## src/design/lun_reset_pkg.sv

```systemverilog
// Package: message codes, byte layout, return codes, helpers for LU reset logic.
// Assumes one clock domain; all users import the whole package.
// Operation
// RULE1: LU reset aborts only addressed unit's tasks
// RULE2: Also clear ACA, release reservations there
// RULE3: Reload saved mode settings, else defaults
// RULE4: Transport tables, alerts, other protocols untouched
// RULE5: Initiator resets on every logical path used
// RULE6: Initiator should stop outbound data first
// RULE7: Flush requested data before aborting tasks
// RULE8: Status before response, none for aborted
// RULE9: Unit attention for all initiators afterward
// RULE10: Exactly one response per LU reset
// RULE11: Initiator drops aborted commands on response
// RULE12: Request: 83h, 35h, tag, path, unit
// RULE13: Response goes over request's return path
// RULE14: Bad unit: answer FFh, no reset
// RULE15: LU reset code only 00h or FFh
// RULE16: One response format for all acknowledgements
// RULE17: Response: 83h, 03h, tag, return code
// RULE18: Response tag copied from request
// RULE19: Return code values 00h,01h,04h,20h,FFh
// RULE20: Link reset leaves task state alone
// RULE21: Hard resets clear all task state
// RULE22: Untagged queue type never accepted
// RULE23: Never send a reserved return code
package lun_reset_pkg;
   // Message header bytes
   localparam logic [7:0] MSG_CODE = 8'h83;
   localparam logic [7:0] PROTO_LU_RESET = 8'h35;
   localparam logic [7:0] PROTO_RESPONSE = 8'h03;
   // Return codes
   localparam logic [7:0] RC_OK = 8'h00;
   localparam logic [7:0] RC_NO_TASK = 8'h01;
   localparam logic [7:0] RC_OVERLAP = 8'h04;
   localparam logic [7:0] RC_NO_ACA = 8'h20;
   localparam logic [7:0] RC_INVALID = 8'hFF;
   // Request byte positions
   localparam logic [3:0] IDX_CODE = 4'h0;
   localparam logic [3:0] IDX_PROTO = 4'h1;
   localparam logic [3:0] IDX_TAG_HI = 4'h2;
   localparam logic [3:0] IDX_TAG_LO = 4'h3;
   localparam logic [3:0] IDX_PATH_LO = 4'h4;
   localparam logic [3:0] IDX_PATH_HI = 4'h7;
   localparam logic [3:0] IDX_LUN = 4'h8;
   // Index of the last response byte; response is five bytes
   localparam logic [2:0] RESP_LAST = 3'h4;
   // Queue-control encoding treated as untagged
   localparam logic [2:0] QTYPE_UNTAGGED = 3'h7;

   // True for a defined return code
   function automatic logic codeLegal(input logic [7:0] rc);
      return (rc == RC_OK) || (rc == RC_NO_TASK) || (rc == RC_OVERLAP) || (rc == RC_NO_ACA) || (rc == RC_INVALID);
   endfunction

   // Map reserved values onto invalid field
   function automatic logic [7:0] codeSafe(input logic [7:0] rc);
      return codeLegal(rc) ? rc : RC_INVALID;
   endfunction
endpackage

```

## src/design/lun_reset_task_mgmt.sv

```systemverilog
// Top: LU reset sequencing, response arbitration, untagged check, reset effects.
// Assumes task core, link and reset sources share clk; rst_n may be asynchronous.
`timescale 1ns/1ps
module lun_reset_task_mgmt
   import lun_reset_pkg::*;
#(
   parameter int NUM_LUN = 8
)
(
   // Clock and reset
   input wire logic clk,
   input wire logic rst_n,
   // Incoming message bytes
   input wire logic rxValid,
   input wire logic [7:0] rxByte,
   input wire logic rxLast,
   output logic rxReady,
   // Units present
   input wire logic [NUM_LUN-1:0] lunAttached,
   // Task core handshakes
   input wire logic dataReqPending,
   output logic flushReq,
   input wire logic statusPending,
   output logic statusDrainReq,
   // Reset actions on one unit
   output logic [7:0] actLun,
   output logic abortTasks,
   output logic clearAca,
   output logic releaseResv,
   output logic reloadModes,
   output logic unitAttnPowerOn,
   // Other acknowledgements
   input wire logic extValid,
   input wire logic [15:0] extTag,
   input wire logic [31:0] extPath,
   input wire logic [7:0] extCode,
   output logic extReady,
   // Command queue-type check
   input wire logic cmdValid,
   input wire logic [2:0] cmdQueueType,
   input wire logic [15:0] cmdTag,
   input wire logic [31:0] cmdPath,
   output logic cmdReady,
   output logic cmdReject,
   // Node resets
   input wire logic hardResetEvt,
   input wire logic linkResetEvt,
   output logic hardClear,
   // Response bytes out
   output logic txValid,
   output logic [7:0] txByte,
   output logic txLast,
   output logic [31:0] txPath,
   input wire logic txReady,
   // Status
   output logic busy,
   output logic [7:0] lastCode
);
   typedef enum logic [2:0] {S_IDLE, S_FLUSH, S_STATUS, S_ACT, S_SEND, S_WAIT, S_UA} st_t;
   typedef struct packed {
      st_t st;
      logic [15:0] tag;
      logic [31:0] path;
      logic [7:0] lun;
      logic [7:0] code;
      logic isLu;
      logic hardClr;
      logic reject;
      logic [7:0] last;
   } ctl_t;
   ctl_t r, next_r;

   // Reset release synchroniser
   logic [1:0] rstSync;
   logic rstN;
   always_ff @(posedge clk or negedge rst_n) begin
      if (!rst_n) rstSync <= 2'b00;
      else rstSync <= {rstSync[0], 1'b1};
   end
   assign rstN = rstSync[1];

   // Parsed request
   logic reqValid;
   logic [15:0] reqTag;
   logic [31:0] reqPath;
   logic [7:0] reqLun;
   logic reqTake;
   logic txBusy;
   logic respLoad;

   // Unit is supported and attached
   function automatic logic lunOk(input logic [7:0] lun, input logic [NUM_LUN-1:0] att);
      return (32'(lun) < NUM_LUN) && att[lun[$clog2(NUM_LUN)-1:0]];
   endfunction

   lun_req_parser u_parser (
      .clk(clk),
      .rst_n(rstN),
      .rxValid(rxValid),
      .rxByte(rxByte),
      .rxLast(rxLast),
      .rxReady(rxReady),
      .reqValid(reqValid),
      .reqTag(reqTag),
      .reqPath(reqPath),
      .reqLun(reqLun),
      .reqTake(reqTake)
   );

   lun_resp_tx u_tx (
      .clk(clk),
      .rst_n(rstN),
      .load(respLoad),
      .drop(hardResetEvt),
      .tag(r.tag),
      .path(r.path),
      .code(r.code),
      .busy(txBusy),
      .txValid(txValid),
      .txByte(txByte),
      .txLast(txLast),
      .txPath(txPath),
      .txReady(txReady)
   );

   // Untagged commands are refused
   logic cmdUntagged;
   assign cmdUntagged = cmdQueueType == QTYPE_UNTAGGED; // [RULE22]

   // Arbitration in idle: LU reset, then command reject, then others
   logic idle;
   assign idle = (r.st == S_IDLE) && !hardResetEvt;
   assign reqTake = idle && reqValid;
   assign cmdReady = idle && !reqValid;
   assign extReady = idle && !reqValid && !cmdValid;

   // Sequencer
   always_comb begin
      next_r = r;
      next_r.hardClr = 1'b0;
      next_r.reject = 1'b0;
      case (r.st)
         S_IDLE: begin
            if (reqTake) begin
               next_r.tag = reqTag; // [RULE18]
               next_r.path = reqPath; // [RULE13]
               next_r.lun = reqLun;
               next_r.isLu = 1'b1;
               if (lunOk(reqLun, lunAttached)) begin
                  next_r.code = RC_OK; // [RULE15]
                  next_r.st = S_FLUSH;
               end else begin
                  // Unknown unit: answer only, nothing reset
                  next_r.code = RC_INVALID; // [RULE14]
                  next_r.st = S_SEND;
               end
            end else if (cmdValid && cmdReady) begin
               if (cmdUntagged) begin
                  next_r.tag = cmdTag;
                  next_r.path = cmdPath;
                  next_r.code = RC_INVALID; // [RULE22] [RULE16]
                  next_r.isLu = 1'b0;
                  next_r.reject = 1'b1;
                  next_r.st = S_SEND;
               end
            end else if (extValid && extReady) begin
               next_r.tag = extTag;
               next_r.path = extPath;
               next_r.code = codeSafe(extCode); // [RULE16] [RULE19] [RULE23]
               next_r.isLu = 1'b0;
               next_r.st = S_SEND;
            end
         end
         // Wait for requested write data to arrive and be discarded
         S_FLUSH: begin
            if (!dataReqPending) next_r.st = S_STATUS; // [RULE7]
         end
         // Completed tasks report status before the response
         S_STATUS: begin
            if (!statusPending) next_r.st = S_ACT; // [RULE8]
         end
         // One cycle of reset actions on the unit
         S_ACT: begin
            next_r.st = S_SEND;
         end
         // Load response into the sender
         S_SEND: begin
            if (!txBusy) next_r.st = S_WAIT;
         end
         // Wait for the last response byte to go out
         S_WAIT: begin
            if (!txBusy) begin
               next_r.last = r.code;
               next_r.st = (r.isLu && r.code == RC_OK) ? S_UA : S_IDLE;
            end
         end
         // Raise unit attention, then back to idle
         S_UA: begin
            next_r.st = S_IDLE;
         end
         default: begin
            next_r.st = S_IDLE;
         end
      endcase
      // Node hard resets return the sequencer to idle and pulse hardClear; link resets do nothing here [RULE20]
      if (hardResetEvt) begin
         next_r.st = S_IDLE; // [RULE21]
         next_r.hardClr = 1'b1; // [RULE21]
         next_r.isLu = 1'b0;
      end
   end

   // State register
   always_ff @(posedge clk or negedge rstN) begin
      if (!rstN) r <= '0;
      else r <= next_r;
   end

   // Action outputs decoded from state flops; only the addressed unit
   assign actLun = r.lun; // [RULE1]
   assign abortTasks = r.st == S_ACT; // [RULE1] [RULE8]
   assign clearAca = r.st == S_ACT; // [RULE2]
   assign releaseResv = r.st == S_ACT; // [RULE2]
   assign reloadModes = r.st == S_ACT; // [RULE3]
   assign unitAttnPowerOn = r.st == S_UA; // [RULE9]
   assign flushReq = r.st == S_FLUSH; // [RULE7]
   assign statusDrainReq = r.st == S_STATUS; // [RULE8]
   assign respLoad = (r.st == S_SEND) && !txBusy; // [RULE10]
   assign cmdReject = r.reject;
   assign hardClear = r.hardClr;
   assign busy = r.st != S_IDLE;
   assign lastCode = r.last;
   // No port reaches transport tables, alerts or other protocols [RULE4]

   property p_act_good_lun;
      @(posedge clk) disable iff (!rstN) abortTasks |-> lunOk(actLun, lunAttached);
   endproperty
   a_act_good_lun: assert property (p_act_good_lun) else $error("reset on bad unit"); // [RULE1]
   property p_bad_lun_no_act;
      @(posedge clk) disable iff (!rstN) (reqTake && !lunOk(reqLun, lunAttached)) |=> !abortTasks [*4];
   endproperty
   a_bad_lun_no_act: assert property (p_bad_lun_no_act) else $error("bad unit was reset"); // [RULE14]
   property p_flushed_first;
      @(posedge clk) disable iff (!rstN) $rose(statusDrainReq) |-> $past(flushReq) && !$past(dataReqPending);
   endproperty
   a_flushed_first: assert property (p_flushed_first) else $error("abort before data flush"); // [RULE7]
   property p_status_first;
      @(posedge clk) disable iff (!rstN) abortTasks |-> $past(statusDrainReq) && !$past(statusPending);
   endproperty
   a_status_first: assert property (p_status_first) else $error("abort before status drained"); // [RULE8]
   property p_act_together;
      @(posedge clk) disable iff (!rstN) abortTasks |-> clearAca && releaseResv && reloadModes;
   endproperty
   a_act_together: assert property (p_act_together) else $error("reset actions split"); // [RULE2]
   property p_resp_follows;
      @(posedge clk) disable iff (!rstN || hardResetEvt) abortTasks |=> r.st == S_SEND;
   endproperty
   a_resp_follows: assert property (p_resp_follows) else $error("no response after reset"); // [RULE10]
   property p_lu_codes;
      @(posedge clk) disable iff (!rstN) (respLoad && r.isLu) |-> (r.code == RC_OK || r.code == RC_INVALID);
   endproperty
   a_lu_codes: assert property (p_lu_codes) else $error("illegal LU reset code"); // [RULE15]
   property p_ua_after;
      @(posedge clk) disable iff (!rstN) unitAttnPowerOn |-> $past(r.st) == S_WAIT && !$past(txBusy);
   endproperty
   a_ua_after: assert property (p_ua_after) else $error("unit attention out of order"); // [RULE9]
   property p_link_quiet;
      @(posedge clk) disable iff (!rstN) (linkResetEvt && !hardResetEvt) |=> !hardClear;
   endproperty
   a_link_quiet: assert property (p_link_quiet) else $error("link reset cleared state"); // [RULE20]
   property p_hard_clear;
      @(posedge clk) disable iff (!rstN) hardResetEvt |=> hardClear && r.st == S_IDLE;
   endproperty
   a_hard_clear: assert property (p_hard_clear) else $error("hard reset not applied"); // [RULE21]
   property p_untagged;
      @(posedge clk) disable iff (!rstN) (cmdValid && cmdReady && cmdUntagged) |=> cmdReject && r.code == RC_INVALID;
   endproperty
   a_untagged: assert property (p_untagged) else $error("untagged command accepted"); // [RULE22]
   property p_tag_kept;
      @(posedge clk) disable iff (!rstN) reqTake |=> r.tag == $past(reqTag);
   endproperty
   a_tag_kept: assert property (p_tag_kept) else $error("tag not copied"); // [RULE18]

   c_lu_ok: cover property (@(posedge clk) disable iff (!rstN) unitAttnPowerOn);
   c_lu_bad: cover property (@(posedge clk) disable iff (!rstN) reqTake && !lunOk(reqLun, lunAttached));
   c_reject: cover property (@(posedge clk) disable iff (!rstN) cmdReject);
   c_ext: cover property (@(posedge clk) disable iff (!rstN) extValid && extReady);
endmodule

```

## src/design/lun_req_parser.sv

```systemverilog
// Collects one LU reset request from the incoming message byte stream.
// Assumes bytes come from same-clock link logic; other messages pass unused.
`timescale 1ns/1ps
module lun_req_parser
   import lun_reset_pkg::*;
(
   // Clock and reset
   input wire logic clk,
   input wire logic rst_n,
   // Byte stream in
   input wire logic rxValid,
   input wire logic [7:0] rxByte,
   input wire logic rxLast,
   output logic rxReady,
   // Decoded request
   output logic reqValid,
   output logic [15:0] reqTag,
   output logic [31:0] reqPath,
   output logic [7:0] reqLun,
   input wire logic reqTake
);
   typedef struct packed {
      logic [3:0] cnt;
      logic hdrOk;
      logic full;
      logic [15:0] tag;
      logic [31:0] path;
      logic [7:0] lun;
   } prs_t;
   prs_t r, next_r;

   // Byte capture and header check
   always_comb begin
      next_r = r;
      if (reqTake) begin
         next_r.full = 1'b0;
      end
      if (rxValid && rxReady) begin
         if (r.cnt == IDX_CODE) next_r.hdrOk = (rxByte == MSG_CODE); // [RULE12]
         if (r.cnt == IDX_PROTO) next_r.hdrOk = r.hdrOk && (rxByte == PROTO_LU_RESET); // [RULE12]
         if (r.cnt == IDX_TAG_HI) next_r.tag[15:8] = rxByte;
         if (r.cnt == IDX_TAG_LO) next_r.tag[7:0] = rxByte;
         if (r.cnt >= IDX_PATH_LO && r.cnt <= IDX_PATH_HI) next_r.path = {r.path[23:0], rxByte};
         if (r.cnt == IDX_LUN) next_r.lun = rxByte;
         if (r.cnt != 4'hF) next_r.cnt = r.cnt + 4'h1;
         if (rxLast) begin
            // Only a nine-byte message with both header codes counts
            next_r.full = r.hdrOk && (r.cnt == IDX_LUN); // [RULE12]
            next_r.cnt = IDX_CODE;
         end
      end
   end

   // State register
   always_ff @(posedge clk or negedge rst_n) begin
      if (!rst_n) r <= '0;
      else r <= next_r;
   end

   assign rxReady = !r.full;
   assign reqValid = r.full;
   assign reqTag = r.tag;
   assign reqPath = r.path;
   assign reqLun = r.lun;
endmodule

```

## src/design/lun_resp_tx.sv

```systemverilog
// Sends one five-byte response message on a chosen logical path.
// Assumes the link side drains with txReady and may stall it.
`timescale 1ns/1ps
module lun_resp_tx
   import lun_reset_pkg::*;
(
   // Clock and reset
   input wire logic clk,
   input wire logic rst_n,
   // Load from controller
   input wire logic load,
   input wire logic drop,
   input wire logic [15:0] tag,
   input wire logic [31:0] path,
   input wire logic [7:0] code,
   output logic busy,
   // Byte stream out
   output logic txValid,
   output logic [7:0] txByte,
   output logic txLast,
   output logic [31:0] txPath,
   input wire logic txReady
);
   typedef struct packed {
      logic busy;
      logic [2:0] idx;
      logic [39:0] sh;
      logic [31:0] path;
   } tx_t;
   tx_t r, next_r;

   // Load, then shift one byte per accepted beat
   always_comb begin
      next_r = r;
      if (drop) begin
         next_r.busy = 1'b0;
      end else if (load && !r.busy) begin
         next_r.busy = 1'b1;
         next_r.idx = 3'h0;
         next_r.sh = {MSG_CODE, PROTO_RESPONSE, tag, codeSafe(code)}; // [RULE17] [RULE18] [RULE23]
         next_r.path = path; // [RULE13]
      end else if (r.busy && txReady) begin
         next_r.sh = {r.sh[31:0], 8'h00};
         next_r.idx = r.idx + 3'h1;
         if (r.idx == RESP_LAST) next_r.busy = 1'b0;
      end
   end

   // State register
   always_ff @(posedge clk or negedge rst_n) begin
      if (!rst_n) r <= '0;
      else r <= next_r;
   end

   assign busy = r.busy;
   assign txValid = r.busy;
   assign txByte = r.sh[39:32];
   assign txLast = r.busy && (r.idx == RESP_LAST);
   assign txPath = r.path;

   property p_hdr_first;
      @(posedge clk) disable iff (!rst_n) (txValid && r.idx == 3'h0) |-> txByte == MSG_CODE ##0 1;
   endproperty
   a_hdr_first: assert property (p_hdr_first) else $error("response header byte wrong"); // [RULE17]
   property p_code_byte;
      @(posedge clk) disable iff (!rst_n) txLast |-> codeLegal(txByte);
   endproperty
   a_code_byte: assert property (p_code_byte) else $error("reserved return code sent"); // [RULE23]
endmodule

```

## config.mk

```make
export PLATFORM = sky130hd
export DESIGN_NAME = lun_reset_task_mgmt
export DESIGN_NICKNAME = d
export VERILOG_FILES = /design/src/design/lun_reset_pkg.sv /design/src/design/lun_reset_task_mgmt.sv /design/src/design/lun_req_parser.sv /design/src/design/lun_resp_tx.sv
export SDC_FILE = /design/constraint.sdc
export NUM_CORES = 1
export LEC_CHECK = 0
export BUFFER_PORTS_ARGS = -buffer_cell sky130_fd_sc_hd__buf_2
export CELL_PAD_IN_SITES_DETAIL_PLACEMENT = 0
export CELL_PAD_IN_SITES_GLOBAL_PLACEMENT = 1
export CORE_ASPECT_RATIO = 1.4
export CORE_MARGIN = 2
export CORE_UTILIZATION = 44
export CTS_CLUSTER_SIZE = 30
export DETAILED_ROUTE_END_ITERATION = 7
export GPL_ROUTABILITY_DRIVEN = 0
export GPL_TIMING_DRIVEN = 0
export HOLD_SLACK_MARGIN = 0.03
export MAX_ROUTING_LAYER = met4
export PLACE_DENSITY_LB_ADDON = 0.2
export REMOVE_ABC_BUFFERS = 1
export SETUP_SLACK_MARGIN = 0.5
export SYNTH_ARGS = -nofsm -noshare
export SYNTH_HDL_FRONTEND = slang
export SYNTH_HIERARCHICAL = 1
export SYNTH_SLANG_ARGS = --single-unit
```

## constraint.sdc

```tcl
create_clock -name clk -period 9.16 [get_ports clk]
set_clock_uncertainty 0.05 [all_clocks]
set_input_delay 2.29 -clock clk [delete_from_list [all_inputs] [get_ports clk]]
set_output_delay 2.29 -clock clk [all_outputs]
set_load 0.01 [all_outputs]
```

Word level (Yosys, flattened, before mapping)
Index checks and enable logic that the tools add are counted.
{"block": "totals", "out_inout_bits": 71, "ff_bits": 218, "in_bits": 134}
{"block": "op_classes", "order_cmp": 4, "addsub": 2, "n_eq_ne": 31, "mux": 42, "n_bitwise": 2, "n_reduce_logical": 55}
{"cell": "51-bit 2-to-1 mux", "n": 4}
{"cell": "44-bit 2-to-1 mux", "n": 2}
{"cell": "57-bit 2-to-1 mux", "n": 1}
{"cell": "8-bit 2-to-1 mux", "n": 6}
{"cell": "9-bit 2-to-1 mux", "n": 4}
{"cell": "32-bit 2-to-1 mux", "n": 1}
{"cell": "8-bit by 6-bit equality test with 1-bit output (second input constant)", "n": 3}
{"cell": "8-bit equality test (second input constant)", "n": 3}
{"cell": "2-bit AND reduction", "n": 11}
{"cell": "3-bit 2-to-1 mux", "n": 7}
{"cell": "3-bit one-hot mux with 6 select lines", "n": 1}
{"cell": "8-bit by 1-bit equality test with 1-bit output (second input constant)", "n": 2}
{"cell": "8-bit by 3-bit equality test with 1-bit output (second input constant)", "n": 2}
{"cell": "1-bit logical AND", "n": 16}
{"cell": "8-bit zero test", "n": 2}
{"cell": "3-bit equality test (second input constant)", "n": 5}
{"cell": "1-bit 2-to-1 mux", "n": 12}
{"cell": "3-bit nonzero test", "n": 4}
{"cell": "3-bit inequality test (second input constant)", "n": 3}
{"cell": "4-bit by 2-bit equality test with 1-bit output (second input constant)", "n": 2}
{"cell": "1-bit logical OR", "n": 8}
{"cell": "8-bit by 4-bit less-than comparator with 1-bit output (second input constant)", "n": 1}
{"cell": "4-bit 2-to-1 mux", "n": 2}
{"cell": "4-bit inequality test (second input constant)", "n": 2}
{"cell": "other kinds (22)", "n": 32}

Longest topological paths before layout
{"block": "depth", "word_depth": 11, "depth_mapped": 7, "ltp_nobuf": 6}

Cells and area by module
The synthesis kept the hierarchy.
{"module": "lun_reset_task_mgmt", "cells_each": 424, "area_each_um2": 4379.2, "n_inst": 1, "seq_area_each_um2": 2001.9}
{"module": "lun_resp_tx", "cells_each": 255, "area_each_um2": 3459.6, "n_inst": 1, "seq_area_each_um2": 1901.8}
{"module": "lun_req_parser", "cells_each": 220, "area_each_um2": 2946.6, "n_inst": 1, "seq_area_each_um2": 1551.5}

Least setup slack after synthesis
No wires, ideal clock.
{"block": "synth_timing", "kind": "input to output", "startpoint": "in hardResetEvt", "endpoint": "out extReady", "arrival_time_ns": 2.994, "setup_slack_ns": 3.826, "cell_stages": 2, "required_time_ns": 6.820, "n_path_buf": 0, "path_cell_list": "or4_4 nor3_1"}
{"block": "synth_between", "elab_chain_cells": 4}
{"element": "from (decl)", "line": "lun_reset_task_mgmt.sv:46", "text": "input wire logic hardResetEvt,"}
{"element": "1-bit zero test", "line": "lun_reset_task_mgmt.sv:132", "text": "assign idle = (r.st == S_IDLE) && !hardResetEvt;"}
{"element": "1-bit logical AND", "line": "lun_reset_task_mgmt.sv:132"}
{"element": "1-bit logical AND (2 in a row)", "line": "lun_reset_task_mgmt.sv:135", "text": "assign extReady = idle && !reqValid && !cmdValid;"}
{"element": "to (decl)", "line": "lun_reset_task_mgmt.sv:37", "text": "output logic extReady,"}
Every way passes these cells.

Final worst setup path
{"block": "layout_timing", "startpoint": "in hardResetEvt", "endpoint": "out cmdReady"}
{"block": "layout_between", "elab_chain_cells": 3}
{"element": "1-bit zero test", "line": "lun_reset_task_mgmt.sv:132"}
{"element": "1-bit logical AND", "line": "lun_reset_task_mgmt.sv:132"}
{"element": "1-bit logical AND", "line": "lun_reset_task_mgmt.sv:134", "text": "assign cmdReady = idle && !reqValid;"}
{"element": "to (decl)", "line": "lun_reset_task_mgmt.sv:43", "text": "output logic cmdReady,"}
Every way passes these cells.

==> impl_metrics.toml <==
[clocking]
cts_resized = 0
numClockSinks = 218
cts_hold_buf = 0
clk_latency_ps = 500
htree_num_levels = 1
cts_root_buffer = "clkbuf_16"
cts_setup_buffers = 0
cts_tree = "built"
clockBufferDepth = 3
cts.reportedPaths.clkPinSlew_ps = 60
cts_inserted_buffers = 23

[synthesis]
ys_top_cells_by_area = "dfrtp_1 51%, mux2_2 14%, buf_4 8.3%"
yosysSeqAreaShare = 0.506
yosysWarnings = 6
synth.largest_area_cell = "dfrtp_1"
syn_avg_cell_area_um2 = 12.0
ys_ff_latch = 218
synth_ff_type = "dfrtp_1"
ys_async_sr_fraction = 1.00
synth_top_area_frac = 0.506
synth_edf_count = 0
yosysMostFrequentCell = "dfrtp_1"
synthTopCellsByCount = "218 x dfrtp_1, 136 x mux2_2, 119 x buf_4, 61 x a21o_1, 60 x nor2_1"
synth.distinct_cells = 59
synthCells = 899
synth_area_mm2 = 0.0108

[worst_setup_path]
crit_arrival_ps = 3360
worstSetupStartpointType = "primary input"
path_class = "primary input to output port"
cp_max_fo = 18
slowest_stage = "or4_4"
critPathMaxStageDelay_ps = 480
cp-end-kind = "output port"
cp.required_ps = 6820
cp_common_cell = "buf_2"
crit_chain = "buf_2, or4_4, nor2_1, buf_2"

[global_route]
grt_pass1_wl_um = 35700
overflow = 0
grt_usage = 0.179
antenna_found_initial = 1
grt_max_degree = 84
grt_pass1_vias = 6631

[cells_and_area]
multi_input_area_mm2 = 0.00422
syn2layout_area_growth_pct = 13.2
fillers = 2149
nets = 1115
drive_above_1_share = 0.415
seqCellArea_mm2 = 0.00546
design_area_mm2 = 0.0122

[timing]
maxSlewHeadroom = 0.215
slew_viol_final = 0
fin_crit_sh = 0.622
min_period_ps = 5700
finalHoldViolCount = 0
setup_slack_ps = 3460
fmax_mhz = 175
setup_viol = 0
rsz0062_at_grt = "no"
worst_slew_pin_slew_ps = 1180

[die]
row_count = 67
die_x_um = 136
start_util = 0.448
core_area_mm2 = 0.0241
die_area_mm2 = 0.0258
io_pins = 205
die_height_um = 189

[detailed_routing]
first_pass_iters = 4
drt_iter0_markers = 287
viasPerCell = 5.17
vias = 6735
ant_nets = 0
wl_per_cell_um = 17.0
drt_wl_total_um = 22100
drcViolationCount = 0

[power]
p_leak_uw = 0.00642
seqPwrFrac = 0.428
intPower_uw = 2610
pwr-share-comb = 0.306
peakVddDrop_v = 0.000171
swShare = 0.310
p_clk_frac = 0.266
switching_power_uw = 1170
cellPowerDensity_mw_per_mm2 = 310

[run_status]
outcome = "finished, final reports clean"

[placement]
placed_area_mm2 = 0.0114
post-dp-hpwl_um = 15700
place_ws_ps = 3490
port_buffers = 203

[job]
drv_cap = 0

[worst_hold_path]
hold_class = "flop to flop"
[cell families after synthesis]
family	count (synthesis)	synth area share
AND/OR/NAND/NOR	137	0.0673
AO/OA/AOI/OAI	163	0.113
buffers and inverters	177	0.108
flip-flops	218	0.506
adder cells (fa/ha/maj)	7	0.00789
XOR/XNOR	4	0.00325
other	1	0.000348
multiplexers	192	0.194
[critical path, delay by kind of cell]
| family | cells | cell delay [ps] |
|---|---|---|
| buffers and inverters | 2 | 390 |
| and+or+nand+nor | 2 | 670 |
[worst paths after layout]
kind	endpoint	cells past startpoint	slack [ps]	start
worst min register to register	rstSync[1]$_DFF_PN0_	0	300	rstSync[0]$_DFF_PN0_
worst max-delay path	cmdReady	4	3460	hardResetEvt
worst min-delay path	rstSync[1]$_DFF_PN0_	0	300	rstSync[0]$_DFF_PN0_
max in group asynchronous	rstSync[1]$_DFF_PN0_	1	7450	rst_n
worst max register to register	u_tx/r[53]$_DFFE_PN0P_	4	5770	r[77]$_DFFE_PN0P_
min in group asynchronous	u_tx/txPath[23]$_DFFE_PN0P_	0	360	rstSync[1]$_DFF_PN0_
[final cells by class]
cell class / count / share of cell area
multi-input cells: 504 / 0.345
clock inverters: 11 / 0.0133
flip-flops and latches: 218 / 0.447
diodes: 1 / 0.000205
repair buffers: 216 / 0.104
well taps: 310 / 0.0318
clock buffers: 31 / 0.0545
inverters: 12 / 0.00369
[power by group through the flow]
stage | clock (µW) | sequential, µW | combinational (µW)
final | 1010 | 1620 | 1160
after global routing | 1070 | 1680 | 1280
after CTS | 1040 | 1620 | 1180
after detailed placement | 0 | 1640 | 1180
after global placement | 0 | 1640 | 1130
after floorplan | 0 | 1610 | 784
[per-layer routing]
metal	GRT usage	wire [µm]	up-vias
li1	-	-	3242
met1	0.230	9790	3306
met2	0.298	11000	161
met3	0.0278	976	26
met4	0.0385	342	0
met5	-	0	-
[flip-flops by register name, indices dropped and copies added, names as in the netlist, 2 cells and up]
signal and cells:
r 60, u_tx/r 35, u_parser/reqPath 32, u_tx/txPath 32
u_parser/reqTag 16, actLun 8, lastCode 8, u_parser/reqLun 8
u_tx/txByte 8, u_parser/r 5, rstSync 2
[through the flow]
stage / util / power [µW] / hold WS (ps) / setup TNS [ps] / cells
floorplan: - / 2400 / 281 / 0 / 734
global placement: 0.460 / 2770 / 288 / -24240 / 1247
detailed placement: 0.473 / 2810 / 287 / 0 / 1260
CTS: 0.507 / 3840 / 302 / 0 / 1302
global route: 0.508 / 4030 / 317 / 0 / 1303
finish: 0.508 / 3780 / 299 / 0 / 1303
[cell usage in the layout, fill, tap and decap left out, drive strengths merged, types with 2 or more instances in the layout]
master and instances:
dfrtp 218, buf 216, mux2 140, a21o 61, nor2 60, mux2i 52, a211oi 51, clkbuf 31
nand2 19, a22o 15, inv 13, a21oi 11, o21ai 11, nand4 7, nor2b 7, ha 6
clkinv 6, nand2b 5, nand3 5, nor4 5, nand4b 4, bufinv 4, nor4b 4, and3 4
nor3 3, xor2 3, or4 3, nand3b 2, a211o 2, a2111o 2, nor3b 2, nor4bb 2
Note: power is estimated with default switching activity, not from simulation.
